## src/inc/defrost_pkg.sv

```systemverilog
package defrost_pkg;

	// Timing base for the interval counter.
	localparam int unsigned SYS_CLK_HZ      = 50000000;
	localparam int unsigned TICK_HZ_X100    = 9375000;
	localparam int unsigned HYST_SECONDS    = 10;
	localparam int unsigned DEFROST_MINUTES = 30;
	localparam int unsigned SEC_PER_MIN     = 60;
	localparam int unsigned TICK_CLK_HZ     = TICK_HZ_X100 / 100;

	// Tick prescaler: 50 MHz / 93.75 kHz is 533.33 cycles.
	localparam logic [31:0] TICK_NUM        = 32'h00000003;
	localparam logic [31:0] TICK_DEN        = 32'h00000640;

	// Interval lengths in ticks of the interval counter.
	localparam logic [31:0] HYST_TICKS      =
		32'(HYST_SECONDS * TICK_CLK_HZ);
	localparam logic [31:0] DEFROST_TICKS   =
		32'(DEFROST_MINUTES * SEC_PER_MIN * TICK_CLK_HZ);

	// Bit positions within the output port data.
	localparam int unsigned HEATER_BIT      = 4;
	localparam int unsigned FAN_BIT         = 5;
	localparam int unsigned ACT_BIT         = 7;
	localparam int unsigned AIR_BIT         = 2;
	localparam logic [7:0]  PORT_RESET      = 8'ha0;

	// Sequencer states.
	typedef enum logic [2:0] {
		ST_SETTLE  = 3'h0,
		ST_WAITLOW = 3'h1,
		ST_CONFIRM = 3'h2,
		ST_DEFROST = 3'h3,
		ST_HALT    = 3'h4
	} seq_state_e;

endpackage

```

## src/verilog/interval_counter.sv

```systemverilog
`timescale 1ns/1ps
// Fractional prescaler producing the 93.75 kHz tick and a 32-bit down
// counter loaded on start; done pulses one cycle when it reaches zero.
module interval_counter #(
	parameter logic [31:0] TICK_NUM = defrost_pkg::TICK_NUM,
	parameter logic [31:0] TICK_DEN = defrost_pkg::TICK_DEN
) (
	input  wire logic        clk,
	input  wire logic        rst,
	input  wire logic        start,
	input  wire logic [31:0] period,
	output logic             done,
	output logic             tick
);
	typedef struct packed {
		logic [31:0] acc;
		logic [31:0] count;
		logic        running;
		logic        done;
		logic        tick;
	} cnt_s;

	cnt_s cnt_reg;
	cnt_s cnt_next;

	// Accumulator keeps the long-run tick rate exact without a PLL.
	always_comb begin
		cnt_next = cnt_reg;
		cnt_next.done = 1'b0;
		cnt_next.tick = 1'b0;
		if (cnt_reg.acc + TICK_NUM >= TICK_DEN) begin
			cnt_next.acc = cnt_reg.acc + TICK_NUM - TICK_DEN;
			cnt_next.tick = 1'b1;
		end else begin
			cnt_next.acc = cnt_reg.acc + TICK_NUM;
		end
		if (start) begin
			cnt_next.count = period;
			cnt_next.running = 1'b1;
		end else if (cnt_reg.running && cnt_reg.tick) begin
			if (cnt_reg.count <= 32'h00000001) begin
				cnt_next.count = 32'h00000000;
				cnt_next.running = 1'b0;
				cnt_next.done = 1'b1;
			end else begin
				cnt_next.count = cnt_reg.count - 32'h00000001;
			end
		end
	end

	// State register.
	always_ff @(posedge clk) begin
		if (rst) begin
			cnt_reg <= '0;
		end else begin
			cnt_reg <= cnt_next;
		end
	end

	assign done = cnt_reg.done;
	assign tick = cnt_reg.tick;
endmodule // interval_counter

```

## src/verilog/defrost_cycle_sequencer.sv

```systemverilog
`timescale 1ns/1ps
// Function
// - Defrost starts only after input stays low beyond ten-second hysteresis.
// - Airflow indicator follows the switch input level.
// - Heater and its indicator on exactly while defrosting.
// - Fan and its indicator on whenever not defrosting or halted.
// - Actuator behaves identically to fan.
// - Timing uses 32-bit counter advanced by 93.75 kHz tick.
// - Defrost defaults to thirty minutes; both intervals are build parameters.
// - Build option selects repeat or halt after first defrost.
// - Short low pulse leaves heater, fan and actuator unchanged.
// - Reset and each pass start: fan and actuator on, heater off.
// - Repeating build returns to idle outputs and resumes monitoring.
// - Non-repeating build drops all relays and halts after defrost.
// - Port bits: heater 0x10, fan 0x20, actuator 0x80, input mask 4.
module defrost_cycle_sequencer #(
	// Both intervals are build-time; defrost defaults to thirty minutes.
	parameter logic [31:0] HYST_TICKS    = defrost_pkg::HYST_TICKS,
	parameter logic [31:0] DEFROST_TICKS = defrost_pkg::DEFROST_TICKS,
	parameter bit          LOOP          = 1'b1
) (
	input  wire logic       clk,
	input  wire logic       rst,
	input  wire logic       switchIn,
	output logic            heaterRelay,
	output logic            fanRelay,
	output logic            actRelay,
	output logic            heaterLed,
	output logic            fanLed,
	output logic            actLed,
	output logic            airLed,
	output logic            halted,
	output logic [7:0]      outputPortData
);
	typedef struct packed {
		logic                   sync1;
		logic                   sync2;
		defrost_pkg::seq_state_e state;
		logic                   start;
		logic [31:0]            period;
		logic [7:0]             port;
		logic                   air;
	} seq_s;

	seq_s seq_reg;
	seq_s seq_next;
	logic timerDone;

	interval_counter #(
		.TICK_NUM (defrost_pkg::TICK_NUM),
		.TICK_DEN (defrost_pkg::TICK_DEN)
	) timerInst (
		.clk    (clk),
		.rst    (rst),
		.start  (seq_reg.start),
		.period (seq_reg.period),
		.done   (timerDone),
		.tick   ()
	);

	// Drive pattern for the relay byte; one place keeps the bits consistent.
	function automatic logic [7:0] relayByte(input logic heat,
		input logic cool);
		logic [7:0] b;
		b = 8'h00;
		b[defrost_pkg::HEATER_BIT] = heat;
		b[defrost_pkg::FAN_BIT] = cool;
		b[defrost_pkg::ACT_BIT] = cool;
		return b;
	endfunction

	// A new monitoring pass re-arms the first interval with idle relays.
	function automatic seq_s beginPass(input seq_s s);
		seq_s r;
		r = s;
		r.state = defrost_pkg::ST_SETTLE;
		r.start = 1'b1;
		r.period = HYST_TICKS;
		r.port = relayByte(1'b0, 1'b1);
		return r;
	endfunction

	// Sequencer. The switch is a pin, so only the second stage is read.
	always_comb begin
		seq_next = seq_reg;
		seq_next.sync1 = switchIn;
		seq_next.sync2 = seq_reg.sync1;
		seq_next.start = 1'b0;
		seq_next.air = seq_reg.sync2;
		case (seq_reg.state)
			defrost_pkg::ST_SETTLE: begin
				// Low watch after the first interval.
				if (timerDone) begin
					seq_next.state = defrost_pkg::ST_WAITLOW;
				end
			end
			defrost_pkg::ST_WAITLOW: begin
				if (!seq_reg.sync2) begin
					seq_next.state = defrost_pkg::ST_CONFIRM;
					seq_next.start = 1'b1;
					seq_next.period = HYST_TICKS;
				end
			end
			defrost_pkg::ST_CONFIRM: begin
				if (seq_reg.sync2) begin
					// Low run broken: relays stay idle, new pass.
					seq_next = beginPass(seq_next);
				end else if (timerDone) begin
					// Low held through the whole interval.
					seq_next.state = defrost_pkg::ST_DEFROST;
					seq_next.start = 1'b1;
					seq_next.period = DEFROST_TICKS;
					// Heater on, fan and actuator off.
					seq_next.port = relayByte(1'b1, 1'b0);
				end
			end
			defrost_pkg::ST_DEFROST: begin
				if (timerDone) begin
					if (LOOP) begin
						seq_next = beginPass(seq_next);
					end else begin
						seq_next.state = defrost_pkg::ST_HALT;
						seq_next.port = relayByte(1'b0, 1'b0);
					end
				end
			end
			defrost_pkg::ST_HALT: begin
				seq_next.port = 8'h00;
			end
			default: begin
				seq_next.state = defrost_pkg::ST_HALT;
				seq_next.port = 8'h00;
			end
		endcase
	end

	// Reset leaves fan and actuator on and arms the first interval.
	always_ff @(posedge clk) begin
		if (rst) begin
			seq_reg.sync1 <= 1'b0;
			seq_reg.sync2 <= 1'b0;
			seq_reg.state <= defrost_pkg::ST_SETTLE;
			seq_reg.start <= 1'b1;
			seq_reg.period <= HYST_TICKS;
			seq_reg.port <= defrost_pkg::PORT_RESET;
			seq_reg.air <= 1'b0;
		end else begin
			seq_reg <= seq_next;
		end
	end

	// Relays and indicators from one registered byte.
	assign heaterRelay = seq_reg.port[defrost_pkg::HEATER_BIT];
	assign fanRelay = seq_reg.port[defrost_pkg::FAN_BIT];
	assign actRelay = seq_reg.port[defrost_pkg::ACT_BIT];
	assign heaterLed = seq_reg.port[defrost_pkg::HEATER_BIT];
	assign fanLed = seq_reg.port[defrost_pkg::FAN_BIT];
	assign actLed = seq_reg.port[defrost_pkg::ACT_BIT];
	// Input sits at mask 4 in the port readback.
	always_comb begin
		outputPortData = seq_reg.port;
		outputPortData[defrost_pkg::AIR_BIT] = seq_reg.air;
	end
	assign airLed = seq_reg.air;
	assign halted = (seq_reg.state == defrost_pkg::ST_HALT);
endmodule // defrost_cycle_sequencer

```

## config.mk

```make
export PLATFORM = sky130hd
export DESIGN_NAME = defrost_cycle_sequencer
export DESIGN_NICKNAME = d
export VERILOG_FILES = /design/src/inc/defrost_pkg.sv /design/src/verilog/interval_counter.sv /design/src/verilog/defrost_cycle_sequencer.sv
export SDC_FILE = /design/constraint.sdc
export NUM_CORES = 1
export LEC_CHECK = 0
export BUFFER_PORTS_ARGS = -buffer_cell sky130_fd_sc_hd__buf_2
export CORE_MARGIN = 10
export CORE_UTILIZATION = 45
export CTS_CLUSTER_SIZE = 14
export DETAILED_ROUTE_END_ITERATION = 8
export SLEW_MARGIN = 20
export SYNTH_ARGS = -nofsm -noshare
export SYNTH_HDL_FRONTEND = slang
export SYNTH_SLANG_ARGS = --single-unit
```

## constraint.sdc

```tcl
create_clock -name clk -period 3.17 [get_ports clk]
set_clock_uncertainty 0.2 [all_clocks]
set_input_delay 0.634 -clock clk [delete_from_list [all_inputs] [get_ports clk]]
set_output_delay 0.634 -clock clk [all_outputs]
set_load 0.05 [all_outputs]
```

* Yosys cells after proc, flatten, opt, wreduce, memory -nomap -nowiden
Index checks and enable logic that the tools add are counted.
** Storage, ports and cells
- Register bits after elaboration :: 114
- Input port bits :: 3
- Output and inout port bits :: 16
- Logic and storage cells :: 54
** Cells by class
- Add/sub/neg operators :: 3
- Order comparisons :: 2
- Eq/ne operators :: 8
- Mux-type cells :: 15
- Bitwise operators :: 3
- Reductions and logical operators :: 11
** Operator list (number)
- $pmux W33 S3 :: 1
- $mux W44 :: 2
- $mux W32 :: 2
- $mux W45 :: 1
- $mux W36 :: 1
- $mux W34 :: 1
- $mux W33 :: 1
- $add A32 B2 Y32 const B :: 1
- $ge A32 B11 Y1 const B :: 1
- $le A32 B1 Y1 const B :: 1
- $sub A32 B1 Y32 const B :: 1
- $sub A32 B11 Y32 const B :: 1
- $pmux W8 S3 :: 1
- $pmux W3 S5 :: 1
- $eq A3 B2 Y1 const B :: 2
- $reduce_and A5 Y1 :: 1
- $ne A2 B1 Y1 const B :: 2
- $reduce_and A4 Y1 :: 1
- $reduce_bool A2 Y1 :: 2
- $eq A3 B1 Y1 const B :: 1
- $eq A3 B3 Y1 const B :: 1
- $logic_not A3 Y1 :: 1
- $mux W3 :: 1
- $ne A3 B2 Y1 const B :: 1
- other kinds (10) :: 13

* Logic depth before layout (Yosys ltp)
- Depth after elaboration :: 4
- Depth in mapped cells :: 15

* By module
From an unflattened synthesis, not the netlist that was laid out.
** Unflattened totals
- Cells, all modules :: 639
- Area, all modules :: 4981.0 sq um
** By module, submodules not included
- interval_counter :: times used 1, cells an instance 586, area each 4468.0 sq um, sequential area each 1341.3 sq um
- defrost_cycle_sequencer :: times used 1, cells an instance 53, area each 513.0 sq um, sequential area each 240.2 sq um

* Worst setup path before layout
No wires, ideal clock.
- Kind :: reg2reg
- Start :: register timerInst.cnt_reg[35] in the netlist's numbering
- End :: register timerInst.cnt_reg[65] in the netlist's numbering
- Setup time :: 0.070 ns
- Arrival :: 3.008 ns
- Path slack :: -0.109 ns
- Stages on the path, launching flop included :: 12
- Buffers on the path :: 1
- Period minus slack after synthesis :: 3.279 ns
- Cells stage by stage :: dfxtp_1 > inv_1 > ha_1 > nand4b_4 > or4_1 > buf_2 > nor4_1 > nand2_1 > xnor2_1 > or2_0 > or4_1 > a21oi_1
** On the way
- Longest elaborated chain between the ends :: 3
- Elaborated cells on any way between the ends :: 4
- Classes of those cells :: 2 x add/sub; 1 x order compare; 1 x mux
** RTL lines
- start: declaration :: line interval_counter.sv:23 : cnt_s cnt_reg;
- start signal: assignment :: line interval_counter.sv:56 : cnt_reg <= cnt_next;
- $add A32 B2 Y32 * :: line interval_counter.sv:31, interval_counter.sv:32, interval_counter.sv:35
- $sub A32 B11 Y32 or $ge A32 B11 Y1 (tied branches) :: line interval_counter.sv:32, interval_counter.sv:31
- $mux W32 * :: line interval_counter.sv:31 : if (cnt_reg.acc + TICK_NUM >= TICK_DEN) begin
Every way passes the cells marked *; elsewhere a longest branch is shown, timed or not.
A chain may end at the register's enable or synchronous reset.

* Final worst setup path
- Start :: register timerInst.cnt_reg[36] in the netlist's numbering
- End :: register timerInst.cnt_reg[47] in the netlist's numbering
Same word-level chain as after synthesis.

==> qor.csv <==
stage,metric,value,unit
sta,final slew viol count,0,
sta,final-report hold violation count,0,
finish,P&R area growth vs syn,24.3,%
clock_network,number of clock sinks seen by CTS,79,
synth,area fraction of the dominant cell type after synthesis,0.303,
sta,fmax,0.311,GHz
synth,dominant cells by area after synthesis,"sky130_fd_sc_hd__dfxtp_1 30%, sky130_fd_sc_hd__a21oi_1 5.8%, sky130_fd_sc_hd__nor2_1 5.0%, sky130_fd_sc_hd__xnor2_1 3.7%, sky130_fd_sc_hd__nor3_1 3.3%",
synth,yosys warns,0,
worst_setup_path,"Data arrival, critical path",3.28,ns
sta,max_slew headroom,0.496,
placed_design,Buffers on Ports,14,
hold_path,worst hold-check path type,reg2reg,
global_routing,via count of the first global-routing pass,4813,
clock_network,clock tree from TritonCTS,yes,
power_and_ir_drop,Peak supply drop,0.000529,V
worst_setup_path,kind of critical path,reg2reg,
synth,portion of the post-synthesis area used by sequential elements,0.303,
route,highest metal used,met4,
finish,share of final-layout standard cells stronger than drive strength 1,0.264,
synth,dominant cell type by area after synthesis,sky130_fd_sc_hd__dfxtp_1,
flow_run,reported max-cap violation count,0,
global_routing,Global Route Usage Sum,0.171,
placed_design,instance area at placement,5790,um^2
floorplan,total I/O pin count,19,
route,First DRT Iteration DRCs,394,
synth,asr flop ratio synth,0,
floorplan,height of the chip,128,um
power_and_ir_drop,Static Leak,2.47,nW
route,vias,5249,
route,iteration count of the initial detailed-routing pass,5,
route,DRC,0,
clock_network,clock latency of the later-clocked register in the worst-skew pair,0.35,ns
floorplan,floorplan die area,16300,um^2
sta,total negative slack,-0.0688,ns
route,post-DR wirelength/cell,16.5,um
global_routing,number of antenna violations at the first check in global routing,0,
clock_network,total clock buffers created by CTS,9,
worst_setup_path,sort of element at the start of the critical path,register,
floorplan,horizontal die dimension,128,um
sta,total of endpoints with negative setup slack in the final report,2,
worst_setup_path,CP Data Required Time,3.24,ns
route,met3 wirelength from detailed routing,446,um
clock_network,H-tree lvl count,3,
worst_setup_path,kind of end point of the critical path,register,
finish,core occupancy in the finished layout,0.570,
sta,final worst slack,-0.0422,ns
outcome,violations in the final reports,negative setup slack,
synth,number of cells produced by synthesis,669,
clock_network,clock transition at the register clock pins on the worst setup and hold paths after CTS,0.06,ns
outcome,outcome,"complete, but fails checks",
floorplan,core box area,11400,um^2
placed_design,weighted congestion at the end of routability-driven global placement,0.880,
clock_network,Clock Tree Buf Depth,2,
worst_setup_path,worst-path fanout max,6,
power_and_ir_drop,power density over cell area,798,nW/um^2
global_routing,total global routing overflow,0,
synth,Unique masters post-synth,86,
floorplan,Initial Utilization,0.459,
power_and_ir_drop,total power,0.00517,W
placed_design,placed cell count,853,
sta,Final min period,3.21,ns
finish,max reg flops,65,
synth,Synth Register Bits,79,
synth,prevailing post-synth register cell,sky130_fd_sc_hd__dfxtp_1,
route,detailed route wirelength on metal2,7070,um
clock_network,clock root buffer,sky130_fd_sc_hd__clkbuf_16,
floorplan,FP Rows,39,
sta,final period utilization,1.01,
finish,Non-Filler Instances,883,
route,DR vias/cell,5.94,
clock_network,number of hold-repair buffers added at the cts stage,0,
route,met1 wire length,6690,um
synth,mean instance size in the synthesized netlist,7.80,um^2
finish,number of nets in the layout,744,
route,final WL,14500,um
placed_design,Detailed Place HPWL,10300,um
synth,netlist area before placement,5220,um^2
route,number of nets with antenna violations after detailed routing,0,
finish,ant diodes,0,
finish,post-route design area,6480,um^2
global_routing,maximum number of pins on one net before global-route repair,36,
sta,Tightest Pin Transition,0.756,ns
global_routing,wire length of the first global-routing pass,23200,um
synth,number of enable-type register cells in the synthesized netlist,0,
sta,unrepaired setup endpoints after global routing,yes,
==> layer usage <==
layer,up-vias,global-route usage
li1,2606,-
met1,2517,0.215
met2,102,0.282
met3,24,0.0248
met4,0,0.0788
met5,-,0
==> through the flow <==
stage                     worst slack (ns)  hold slack [ns]
after global routing                -0.111            0.274
final                              -0.0422            0.254
after floorplan                    0.00172            0.214
after CTS                         -0.00555            0.258
after global placement             -0.0989            0.218
after detailed placement            -0.178            0.242
==> worst max-delay path: stages (launching register included) <==
cell                       delay [ns]
sky130_fd_sc_hd__dfxtp_2         0.32
sky130_fd_sc_hd__inv_2           0.07
sky130_fd_sc_hd__ha_4            0.14
sky130_fd_sc_hd__buf_6           0.09
sky130_fd_sc_hd__and4b_2         0.24
sky130_fd_sc_hd__a311oi_2        0.35
sky130_fd_sc_hd__nor2_1          0.07
sky130_fd_sc_hd__or3b_4          0.46
sky130_fd_sc_hd__nor3_4          0.30
sky130_fd_sc_hd__nor4_4          0.10
sky130_fd_sc_hd__buf_4           0.16
sky130_fd_sc_hd__or4_4           0.47
sky130_fd_sc_hd__a21oi_2         0.17
==> layout make-up <==
| type | count | area, um^2 |
|---|---|---|
| tap | 143 | 179 |
| multi-input combinational | 522 | 3520 |
| fill | 1025 | 4890 |
| sequential | 79 | 1590 |
| clock inverter | 5 | 86.3 |
| clock buffer | 11 | 253 |
| inverter | 16 | 60.1 |
| timing repair buffer | 107 | 796 |
==> what timing repair did <==
item	in CTS	in global routing
cloned	0	0
hold endpoints to repair	0	0
pin swaps	13	34
endpoints found under the setup margin	21	27
resized for setup	13	39
setup buffers	7	8
==> cell usage in the layout (no fill, tap or decap), drive strengths merged, types with 7 or more instances in the layout <==
master    n
a31oi     9
buf     107
or4      10
nor3     38
nor4     25
dfxtp    79
nand3    31
xnor2    22
nor2     70
o31ai     8
nor2b     8
nor3b     9
inv      18
and3      7
or3      13
clkbuf   11
nand2    46
a21o      7
a21oi    60
nand4    18
a311oi    9
o21ai    32
xor2     11
==> final timing paths <==
kind	end	cells past startpoint	startpoint	slack [ns]
max	timerInst.cnt_reg[47]	12	timerInst.cnt_reg[36]	-0.04
min reg2reg	seq_reg[45]	1	seq_reg[46]	0.25
min	seq_reg[45]	1	seq_reg[46]	0.25
max reg2reg	timerInst.cnt_reg[47]	12	timerInst.cnt_reg[36]	-0.04
==> where the power goes <==
part,internal [W],switching (W)
Combinational,0.00127,0.00138
Clock,0.000740,0.000450
Sequential,0.00115,0.000193
==> cells in the mapped netlist, types with 3 or more instances <==
library cell / n
sky130_fd_sc_hd__o21ai_0: 26
sky130_fd_sc_hd__nand4_1: 15
sky130_fd_sc_hd__o21a_1: 5
sky130_fd_sc_hd__or3_1: 13
sky130_fd_sc_hd__o31ai_1: 8
sky130_fd_sc_hd__and2_1: 5
sky130_fd_sc_hd__xnor2_1: 22
sky130_fd_sc_hd__a21o_1: 6
sky130_fd_sc_hd__or2_2: 3
sky130_fd_sc_hd__o31a_1: 3
sky130_fd_sc_hd__nor3_1: 34
sky130_fd_sc_hd__a21oi_1: 60
sky130_fd_sc_hd__a211oi_1: 4
sky130_fd_sc_hd__buf_6: 3
sky130_fd_sc_hd__a31oi_1: 9
sky130_fd_sc_hd__nor3b_1: 8
sky130_fd_sc_hd__a41oi_1: 3
sky130_fd_sc_hd__xor2_1: 11
sky130_fd_sc_hd__a311oi_1: 9
sky130_fd_sc_hd__clkbuf_1: 23
sky130_fd_sc_hd__nand2_1: 45
sky130_fd_sc_hd__inv_1: 16
sky130_fd_sc_hd__and3_1: 7
sky130_fd_sc_hd__nand3_1: 31
sky130_fd_sc_hd__nor2_1: 69
sky130_fd_sc_hd__nand2b_1: 4
sky130_fd_sc_hd__o211ai_1: 5
sky130_fd_sc_hd__buf_2: 11
sky130_fd_sc_hd__o21ai_1: 6
sky130_fd_sc_hd__nor4_2: 4
sky130_fd_sc_hd__and4_1: 3
sky130_fd_sc_hd__ha_1: 6
sky130_fd_sc_hd__dfxtp_1: 79
sky130_fd_sc_hd__buf_4: 16
sky130_fd_sc_hd__nor2b_1: 8
sky130_fd_sc_hd__or4_1: 9
sky130_fd_sc_hd__nor3_2: 3
sky130_fd_sc_hd__nor4_1: 20
==> cell families (layout without fill, tap and decap cells) <==
family                   Yosys count  count (layout)  synth area share
XOR/XNOR                          33              33            0.0554
flip-flops                        79              79             0.303
buffers and inverters             71             139            0.0698
adder cells (fa/ha/maj)            6               6            0.0144
AO/OA/AOI/OAI                    174             174             0.223
multiplexers                       3               3           0.00600
AND/OR/NAND/NOR                  302             302             0.328
other                              1               4          0.000719
No activity file was read; power rests on OpenSTA's default activity.
